`config.mk`:
```
export PLATFORM = sky130hd
export DESIGN_NAME = se_i2c_target
export DESIGN_NICKNAME = d
export VERILOG_FILES = /design/src/pkg/se_i2c_pkg.sv /design/src/hw/se_i2c_target.sv
export VERILOG_INCLUDE_DIRS = /design/src /design/src/pkg
export SDC_FILE = /design/constraint.sdc
export NUM_CORES = 1
export LEC_CHECK = 0
export BUFFER_PORTS_ARGS = -buffer_cell sky130_fd_sc_hd__buf_2
export CORE_UTILIZATION = 30
export DETAILED_ROUTE_END_ITERATION = 8
export SYNTH_ARGS = -nofsm -noshare
export SYNTH_HDL_FRONTEND = slang
export SYNTH_SLANG_ARGS = --single-unit
export TNS_END_PERCENT = 5
```
`constraint.sdc`:
```
create_clock -name clk_sys_in -period 2.85 [get_ports clk_sys_in]
set_input_delay 0.57 -clock clk_sys_in [delete_from_list [all_inputs] [get_ports clk_sys_in]]
set_output_delay 0.57 -clock clk_sys_in [all_outputs]
set_load 0.02 [all_outputs]
```
`src/pkg/se_i2c_regs.svh`:
```
// Constants for the two-wire target port of the security coprocessor.
// Assumes inclusion by bare name; definitions only.
`ifndef SE_I2C_REGS_SVH
`define SE_I2C_REGS_SVH
`define WA_RESET        8'h00
`define WA_SLEEP        8'h01
`define WA_IDLE         8'h02
`define WA_COMMAND      8'h03
`define BUF_BYTES       71
`define ADDR_RESET      7'h60
`define CLK_PERIOD_NS   20
`define WAKE_LOW_NS     60000
`define WAKE_READY_NS   1500000
`define EXEC_NS         2000000
`define WAKE_LOW_CYC    ((`WAKE_LOW_NS + `CLK_PERIOD_NS - 1) / `CLK_PERIOD_NS)
`define WAKE_READY_CYC  ((`WAKE_READY_NS + `CLK_PERIOD_NS - 1) / `CLK_PERIOD_NS)
`define EXEC_CYC        ((`EXEC_NS + `CLK_PERIOD_NS - 1) / `CLK_PERIOD_NS)
`endif

```
`src/pkg/se_i2c_pkg.sv`:
```
// Types for the two-wire target port.
// Assumes no surroundings beyond the constant header.
package se_i2c_pkg;
  typedef enum logic [2:0] {
    PWR_SLEEP = 3'b000,
    PWR_IDLE  = 3'b001,
    PWR_WAKE  = 3'b010,
    PWR_READY = 3'b011,
    PWR_BUSY  = 3'b100
  } pwr_state_t;

  typedef enum logic [2:0] {
    BUS_FREE  = 3'b000,
    BUS_ADDR  = 3'b001,
    BUS_WORD  = 3'b010,
    BUS_DATA  = 3'b011,
    BUS_READ  = 3'b100,
    BUS_SKIP  = 3'b101
  } bus_state_t;

  typedef struct packed {
    logic scl;
    logic sda;
  } pins_t;
endpackage : se_i2c_pkg

```
`src/hw/se_i2c_target.sv`:
```
// Two-wire serial target port: wake, bit framing, address match, word
// address decode and command buffer fill. Assumes pins arrive from outside
// the clock domain and that the command engine is modelled by a timer.
`timescale 1ns/10ps
`include "se_i2c_regs.svh"

// Operation
// - Long low data line wakes device; after ready delay it accepts traffic.
// - Asleep, idle or waking, the clock pin is ignored, only wake counts.
// - Woken but unaddressed devices stay idle and never drive the bus.
// - A wake sequence while awake is ignored with no state change.
// - Bit is data level sampled on clock rise; data changes while clock low.
// - Data falling with clock high is a start condition.
// - Data rising with clock high ends transfer; full command starts busy.
// - Receiver pulls data low on ninth clock to acknowledge.
// - Receiver leaves data high on ninth clock to refuse or end.
// - Device only pulls data low through open drain.
// - Address bits 1-7 MSB first must match; eighth bit zero means write.
// - Word address 0x00 clears the buffer address counter.
// - Word address 0x01 sleeps and resets all volatile state; buffer bytes are kept, fill, count and keep flag clear.
// - Word address 0x02 idles and keeps key and seed contents.
// - Word address 0x03 stores following bytes after earlier ones.
// - Buffer is FIFO; first byte is count, extras discarded until done.
// - While executing a read address is not acknowledged.
// - Read address refused when busy, idle or asleep.
// - Bytes past count or past 71 bytes are not acknowledged.
module se_i2c_target
  import se_i2c_pkg::*;
#(
  parameter int WAKE_LOW_CYCLES  = `WAKE_LOW_CYC,
  parameter int WAKE_READY_CYCLES = `WAKE_READY_CYC,
  parameter int EXEC_CYCLES      = `EXEC_CYC,
  parameter int BUF_DEPTH        = `BUF_BYTES
) (
  // Clock and reset
  input  wire logic       clk_sys_in,
  input  wire logic       rst_b_in,
  // Bus pins
  input  wire logic       scl_in,
  input  wire logic       sda_in,
  output logic            sda_out,
  output logic            sda_oe_out,
  // Programmed bus address
  input  wire logic [6:0] bus_address_in,
  // Buffer contents for the command engine
  output logic [7:0]      buf_data_out [BUF_DEPTH],
  output logic [6:0]      buf_fill_out,
  // Power and activity state
  output logic            awake_out,
  output logic            busy_out,
  output logic            keep_key_seed_out
);

  localparam int CW = 22;

  initial begin
    if (BUF_DEPTH < 2 || BUF_DEPTH > 127 || WAKE_LOW_CYCLES < 1 ||
        WAKE_READY_CYCLES < 1 || EXEC_CYCLES < 1 ||
        WAKE_LOW_CYCLES >= (1 << CW) || WAKE_READY_CYCLES >= (1 << CW) ||
        EXEC_CYCLES >= (1 << CW)) begin
      $error("se_i2c_target: unsupported parameter values");
    end
  end

  // Two-flop synchronisers; stage one read only by stage two
  pins_t meta;
  pins_t sync;
  pins_t prev;
  always_ff @(posedge clk_sys_in or negedge rst_b_in) begin
    if (!rst_b_in) begin
      meta <= '{scl: 1'b1, sda: 1'b1};
      sync <= '{scl: 1'b1, sda: 1'b1};
      prev <= '{scl: 1'b1, sda: 1'b1};
    end else begin
      meta <= '{scl: scl_in, sda: sda_in};
      sync <= meta;
      prev <= sync;
    end
  end

  // Bus events from synchronised levels
  logic scl_rise;
  logic scl_fall;
  logic start_ev;
  logic stop_ev;
  assign scl_rise = sync.scl & ~prev.scl;
  assign scl_fall = ~sync.scl & prev.scl;
  assign start_ev = sync.scl & prev.scl & prev.sda & ~sync.sda;
  assign stop_ev  = sync.scl & prev.scl & ~prev.sda & sync.sda;

  // State
  pwr_state_t       pwr;
  bus_state_t       bus;
  logic [CW-1:0]    timer;
  logic [3:0]       bit_cnt;
  logic [7:0]       shift;
  logic             ack_phase;
  logic             ack_drive;
  logic [6:0]       wr_ptr;
  logic [7:0]       count;
  logic             keep;
  logic [7:0]       buffer [BUF_DEPTH];

  pwr_state_t       next_pwr;
  bus_state_t       next_bus;
  logic [CW-1:0]    next_timer;
  logic [3:0]       next_bit_cnt;
  logic [7:0]       next_shift;
  logic             next_ack_phase;
  logic             next_ack_drive;
  logic [6:0]       next_wr_ptr;
  logic [7:0]       next_count;
  logic             next_keep;
  logic             wr_en;

  // Next-state logic for power, bit framing and buffer fill
  always_comb begin
    logic [7:0] byte_now;
    logic       accept;
    byte_now       = {shift[6:0], sync.sda};
    accept         = 1'b0;
    next_pwr       = pwr;
    next_bus       = bus;
    next_timer     = timer;
    next_bit_cnt   = bit_cnt;
    next_shift     = shift;
    next_ack_phase = ack_phase;
    next_ack_drive = ack_drive;
    next_wr_ptr    = wr_ptr;
    next_count     = count;
    next_keep      = keep;
    wr_en          = 1'b0;
    case (pwr)
      PWR_SLEEP, PWR_IDLE: begin
        // Clock pin ignored; only a long data low wakes
        next_bus = BUS_FREE;
        next_ack_drive = 1'b0;
        if (sync.sda) begin
          next_timer = '0;
        end else if (timer == CW'(WAKE_LOW_CYCLES)) begin
          next_pwr   = PWR_WAKE;
          next_timer = '0;
        end else begin
          next_timer = timer + 1'b1;
        end
      end
      PWR_WAKE: begin
        // Wake-to-ready delay; traffic ignored until it ends
        next_bus = BUS_FREE;
        if (timer == CW'(WAKE_READY_CYCLES - 1)) begin
          next_pwr   = PWR_READY;
          next_timer = '0;
        end else begin
          next_timer = timer + 1'b1;
        end
      end
      PWR_BUSY: begin
        // Execution stands in for the command engine; bus ignored
        next_bus = BUS_FREE;
        next_ack_drive = 1'b0;
        if (timer == CW'(EXEC_CYCLES - 1)) begin
          next_pwr    = PWR_READY;
          next_timer  = '0;
          next_wr_ptr = '0;
          next_count  = '0;
        end else begin
          next_timer = timer + 1'b1;
        end
      end
      PWR_READY: begin
        // Long data lows while awake change nothing
        if (start_ev) begin
          next_bus       = BUS_ADDR;
          next_bit_cnt   = '0;
          next_ack_phase = 1'b0;
          next_ack_drive = 1'b0;
        end else if (stop_ev) begin
          next_bus       = BUS_FREE;
          next_ack_drive = 1'b0;
          if (count != 8'h00 && {1'b0, wr_ptr} >= count) begin
            next_pwr   = PWR_BUSY;
            next_timer = '0;
          end
        end else if (bus != BUS_FREE && bus != BUS_SKIP) begin
          if (scl_fall && ack_phase) begin
            // Release after the ninth clock
            next_ack_phase = 1'b0;
            next_ack_drive = 1'b0;
            if (bus == BUS_READ) begin
              next_bus = BUS_SKIP;
            end
          end else if (scl_fall && bit_cnt == 4'd8) begin
            // Decide the ninth-clock answer on the eighth fall
            next_bit_cnt   = '0;
            next_ack_phase = 1'b1;
            case (bus)
              BUS_ADDR: begin
                if (shift[7:1] != bus_address_in) begin
                  next_bus = BUS_SKIP;
                end else if (!shift[0]) begin
                  accept   = 1'b1;
                  next_bus = BUS_WORD;
                end else begin
                  // Read with an unfinished command gets no answer
                  accept   = (count == 8'h00);
                  next_bus = accept ? BUS_READ : BUS_SKIP;
                end
              end
              BUS_WORD: begin
                accept = 1'b1;
                case (shift)
                  `WA_RESET:   next_wr_ptr = '0;
                  `WA_SLEEP:   next_bus = BUS_FREE;
                  `WA_IDLE:    next_bus = BUS_FREE;
                  `WA_COMMAND: next_bus = BUS_DATA;
                  default:     accept = 1'b0;
                endcase
                // Power leaves READY at this edge, so an ack would be cut short
                if (shift == `WA_SLEEP) begin
                  accept      = 1'b0;
                  next_pwr    = PWR_SLEEP;
                  next_wr_ptr = '0;
                  next_count  = '0;
                  next_keep   = 1'b0;
                  next_timer  = '0;
                end else if (shift == `WA_IDLE) begin
                  accept      = 1'b0;
                  next_pwr    = PWR_IDLE;
                  next_wr_ptr = '0;
                  next_count  = '0;
                  next_keep   = 1'b1;
                  next_timer  = '0;
                end
              end
              BUS_DATA: begin
                // Past count or buffer end the byte is refused
                if (wr_ptr == 7'(BUF_DEPTH)) begin
                  accept = 1'b0;
                end else if (wr_ptr == '0) begin
                  accept     = 1'b1;
                  next_count = shift;
                end else begin
                  accept = ({1'b0, wr_ptr} < count);
                end
                if (accept) begin
                  wr_en       = 1'b1;
                  next_wr_ptr = wr_ptr + 7'd1;
                end
              end
              default: accept = 1'b0;
            endcase
            next_ack_drive = accept;
          end else if (scl_rise && !ack_phase && bus != BUS_READ) begin
            next_shift   = byte_now;
            next_bit_cnt = bit_cnt + 4'd1;
          end
        end
      end
      default: begin
        next_pwr = PWR_SLEEP;
        next_bus = BUS_FREE;
      end
    endcase
  end

  // Register the state
  always_ff @(posedge clk_sys_in or negedge rst_b_in) begin
    if (!rst_b_in) begin
      pwr       <= PWR_SLEEP;
      bus       <= BUS_FREE;
      timer     <= '0;
      bit_cnt   <= '0;
      shift     <= 8'h00;
      ack_phase <= 1'b0;
      ack_drive <= 1'b0;
      wr_ptr    <= '0;
      count     <= 8'h00;
      keep      <= 1'b0;
    end else begin
      pwr       <= next_pwr;
      bus       <= next_bus;
      timer     <= next_timer;
      bit_cnt   <= next_bit_cnt;
      shift     <= next_shift;
      ack_phase <= next_ack_phase;
      ack_drive <= next_ack_drive;
      wr_ptr    <= next_wr_ptr;
      count     <= next_count;
      keep      <= next_keep;
    end
  end

  // Buffer storage, one flop byte per entry
  for (genvar i = 0; i < BUF_DEPTH; i++) begin : g_buf
    logic [7:0] next_entry;
    always_comb begin
      next_entry = buffer[i];
      if (wr_en && wr_ptr == 7'(i)) begin
        next_entry = shift;
      end
    end
    always_ff @(posedge clk_sys_in or negedge rst_b_in) begin
      if (!rst_b_in) begin
        buffer[i] <= 8'h00;
      end else begin
        buffer[i] <= next_entry;
      end
    end
    assign buf_data_out[i] = buffer[i];
  end

  // Open-drain data pin: only ever pulls low
  assign sda_out           = 1'b0;
  assign sda_oe_out        = ack_drive;
  assign buf_fill_out      = wr_ptr;
  assign awake_out         = (pwr == PWR_READY) || (pwr == PWR_BUSY);
  assign busy_out          = (pwr == PWR_BUSY);
  assign keep_key_seed_out = keep;

endmodule : se_i2c_target

```
==> flow_metrics.env <==
export IMPL_drive_gt1_frac=0.439
export IMPL_skew_ns=0.0261
export IMPL_rsz0062_at_grt="true"
export IMPL_dp_cells=3526
export IMPL_h_tree_depth=3
export IMPL_antenna_found_initial=4
export IMPL_cts_tree="yes"
export IMPL_crit_path_top_delay_cell="dfstp_2"
export IMPL_yosysMostFrequentCell="dfrtp_1"
export IMPL_seq_power_share=0.471
export IMPL_grt_total_usage=0.197
export IMPL_final_max_slew_violation_count=0
export IMPL_finalWirelength_um=87900
export IMPL_critPathBufInv=2
export IMPL_grt_pass1_wl_um=130000
export IMPL_finalSetupTns_ns=0
export IMPL_met3_usage=0.0486
export IMPL_vias=18000
export IMPL_path_cells="and4bb_1 -> nand2_2 -> nor4b_4 -> and4_4 -> buf_12 -> nand4_2 -> buf_6 -> mux2_1"
export IMPL_switching_power_w=0.00421
export IMPL_vdd_drop_max_mv=0.495
export IMPL_timing_critical_path_slowest_cell_delay_ns=0.59
export IMPL_fin_cells=3660
export IMPL_yosys_cell_types_count=72
export IMPL_synth_area_per_cell_um2=14.5
export IMPL_nNetsFinal=2484
export IMPL_synth_seq_area_share=0.606
export IMPL_die_height_um=297
export IMPL_synthTopCellsByCount="dfrtp_1 (626), mux2_1 (370), mux2_2 (210)"
export IMPL_async_reset_ff_frac=1.00
export IMPL_synth_warnings=0
export IMPL_min_period_ns=2.81
export IMPL_gr_total_overflow=0
export IMPL_grt_use_met2=0.332
export IMPL_cts_sinks=632
export IMPL_clockBufferDepth=3
export IMPL_yosys_area_top_type_share=0.600
export IMPL_path_max_fanout=19
export IMPL_final_core_util=0.393
export IMPL_numCtsBuffers=73
export IMPL_intPower_w=0.0149
export IMPL_hp_class="input port to flip-flop"
export IMPL_max_slew_margin=0.265
export IMPL_clk_pin_slew_ns=0.06
export IMPL_total_power_w=0.0191
export IMPL_max_cap_viol_count=0
export IMPL_run_status="completed"
export IMPL_worstSetupPathType="flip-flop to flip-flop"
export IMPL_cp_data_required_time_ns=3.34
export IMPL_cp_num_cells=8
export IMPL_io_buffer_count=589
export IMPL_grt_pass1_vias=19000
export IMPL_final_antenna_net_count=0
export IMPL_cp_top_family="simple AND/OR/NAND/NOR gates"
export IMPL_drc=0
export IMPL_hold_path_depth=1
export IMPL_place_congestion=0.880
export IMPL_io_pins=591
export IMPL_hold_violations=0
export IMPL_swShare=0.220
export IMPL_pwr_share_clk=0.516
export IMPL_synth_ff_type="dfrtp_1"
export IMPL_area_growth_pct=29.0
export IMPL_placement_rows=107
export IMPL_post_cts_buffers=0
export IMPL_core_mm2=0.0857
export IMPL_fp_dieW_um=297
export IMPL_wl_per_cell_um=24.0
export IMPL_final_setup_viol_count=0
export IMPL_syn_cell_area_mm2=0.0261
export IMPL_vias_per_cell=4.92
export IMPL_fmax_mhz=356
export IMPL_dr_pass1_iters=5
export IMPL_p_leak_nw=19.0
export IMPL_syn_nets=1833
export IMPL_dieArea_mm2=0.0883
export IMPL_reg2reg_depth=8
export IMPL_cts_root_buf="clkbuf_16"
export IMPL_start_kind="flip-flop"
export IMPL_ys_top_cells_by_area="dfrtp_1 (60%), mux2_1 (16%), mux2_2 (9.1%)"
export IMPL_worst_pin_slew_ns=1.10
export IMPL_whs_ns=0.0543
export IMPL_grt_max_degree=86
export IMPL_crit_path_end_kind="flip-flop"
export IMPL_r2r_setup_slack_ns=0.04
export IMPL_powerDensity_mw_per_mm2=567
export IMPL_hpwl_um=61200
export IMPL_drt_iter0_drc=1038
export IMPL_clock_latency_ns=0.63
export IMPL_synth_cells=1807
export IMPL_synth_largest_area_cell="dfrtp_1"
export IMPL_comb_power_share=0.014
export IMPL_gr_max_usage_layer="met2"
export IMPL_grtUsageMet1=0.243
export IMPL_period_share=0.985
export IMPL_synth_edf_count=0
export IMPL_ys_seq_elements=632
export IMPL_cp_data_arrival_time_ns=3.30
export IMPL_start_util=0.305
==> power groups by stage <==
stage / Combinational (W) / Sequential (W) / Clock (W)
after floorplan: 0.0000310 / 0.00916 / 0
after global placement: 0.000261 / 0.00916 / 0
after detailed placement: 0.000271 / 0.00916 / 0
after CTS: 0.000274 / 0.00899 / 0.0101
after global routing: 0.000303 / 0.00899 / 0.0104
final: 0.000260 / 0.00900 / 0.00985
==> layout by cell type, fill, tap and decap left out, types with 5 or more instances in the layout <==
| cell | count |
|---|---|
| mux2_1 | 370 |
| ha_1 | 15 |
| dfstp_2 | 6 |
| mux2i_1 | 18 |
| o21ai_1 | 23 |
| nand2_1 | 60 |
| o21ai_0 | 11 |
| buf_4 | 95 |
| mux2_2 | 210 |
| o211ai_1 | 8 |
| inv_1 | 25 |
| and3_1 | 10 |
| nand4_4 | 24 |
| nand4_2 | 24 |
| nor2_1 | 33 |
| clkbuf_16 | 74 |
| a21oi_1 | 22 |
| buf_12 | 11 |
| nand4b_1 | 5 |
| nand3_1 | 19 |
| clkinv_2 | 12 |
| clkinvlp_4 | 6 |
| xor2_1 | 8 |
| dfrtp_1 | 618 |
| clkbuf_8 | 11 |
| nor2b_1 | 8 |
| clkbuf_1 | 12 |
| bufinv_16 | 8 |
| buf_2 | 588 |
| nand4_1 | 31 |
| nor3_1 | 15 |
| and2_1 | 22 |
| nor4_1 | 12 |
| dfrtp_4 | 7 |
==> cell type report <==
cell class / count / area, µm²
clock inverter: 35 / 497
tap: 1144 / 1430
antenna: 1 / 2.50
sequential: 632 / 15900
inverter: 27 / 101
fill: 8186 / 52000
multi-input combinational: 1027 / 9870
timing repair buffer: 697 / 3910
clock buffer: 97 / 2050
==> worst register-to-register path, cell delays in order, from the launching register on <==
cell	delay (ns)
dfstp_2	0.59
and4bb_1	0.29
nand2_2	0.11
nor4b_4	0.30
and4_4	0.39
buf_12	0.24
nand4_2	0.21
buf_6	0.24
mux2_1	0.32
==> metal layers <==
layer	wire, µm	part of all wire	up-vias
met1	36000	0.41	9405
met4	3090	0.035	0
met5	0	0	-
met2	43100	0.49	638
li1	-	-	7784
met3	5730	0.065	162
==> repair_timing <==
item | CTS | global route
setup endpoints to repair | 24 | 195
resized for setup | 4 | 14
hold buffers | 1 | 0
hold endpoints to repair | 40 | 0
==> state kept, by name, summed over array words and instances, names as in the netlist <==
name               count
keep_key_seed_out      1
bit_cnt                4
bus                    3
prev                   2
pwr                    3
ack_phase              1
buf_data_out         568
shift                  8
buf_fill_out           7
sync                   2
count                  8
timer                 22
sda_oe_out             1
meta                   2
==> logic make-up after synthesis <==
family,share of synthesized area
AO/OA/AOI/OAI,0.0251
XOR/XNOR,0.00302
adder cells (fa/ha/maj),0.00718
buffers and inverters,0.0234
flip-flops,0.606
multiplexers,0.257
other,0.000144
AND/OR/NAND/NOR,0.0787
==> through the flow <==
| stage | cell area (µm²) | setup WS, ns |
|---|---|---|
| CTS | 33600 | -0.000431 |
| global placement | 31000 | -0.0176 |
| finish | 33700 | 0.0413 |
| detailed placement | 31000 | -0.0816 |
| global route | 33700 | -0.0534 |
| floorplan | 26100 | 0.188 |
==> final timing paths <==
check | startpoint | end
setup / recovery | prev[1]$_DFF_PN1_ | buf_data_out[386]$_DFFE_PN0P_
max in group asynchronous | rst_b_in | buf_data_out[196]$_DFFE_PN0P_
hold / removal | scl_in | meta[1]$_DFF_PN1_
setup reg to reg | prev[1]$_DFF_PN1_ | buf_data_out[386]$_DFFE_PN0P_
min in group asynchronous | rst_b_in | buf_data_out[559]$_DFFE_PN0P_
hold reg to reg | meta[1]$_DFF_PN1_ | sync[1]$_DFF_PN1_
Power figures use the tool's default switching activity.
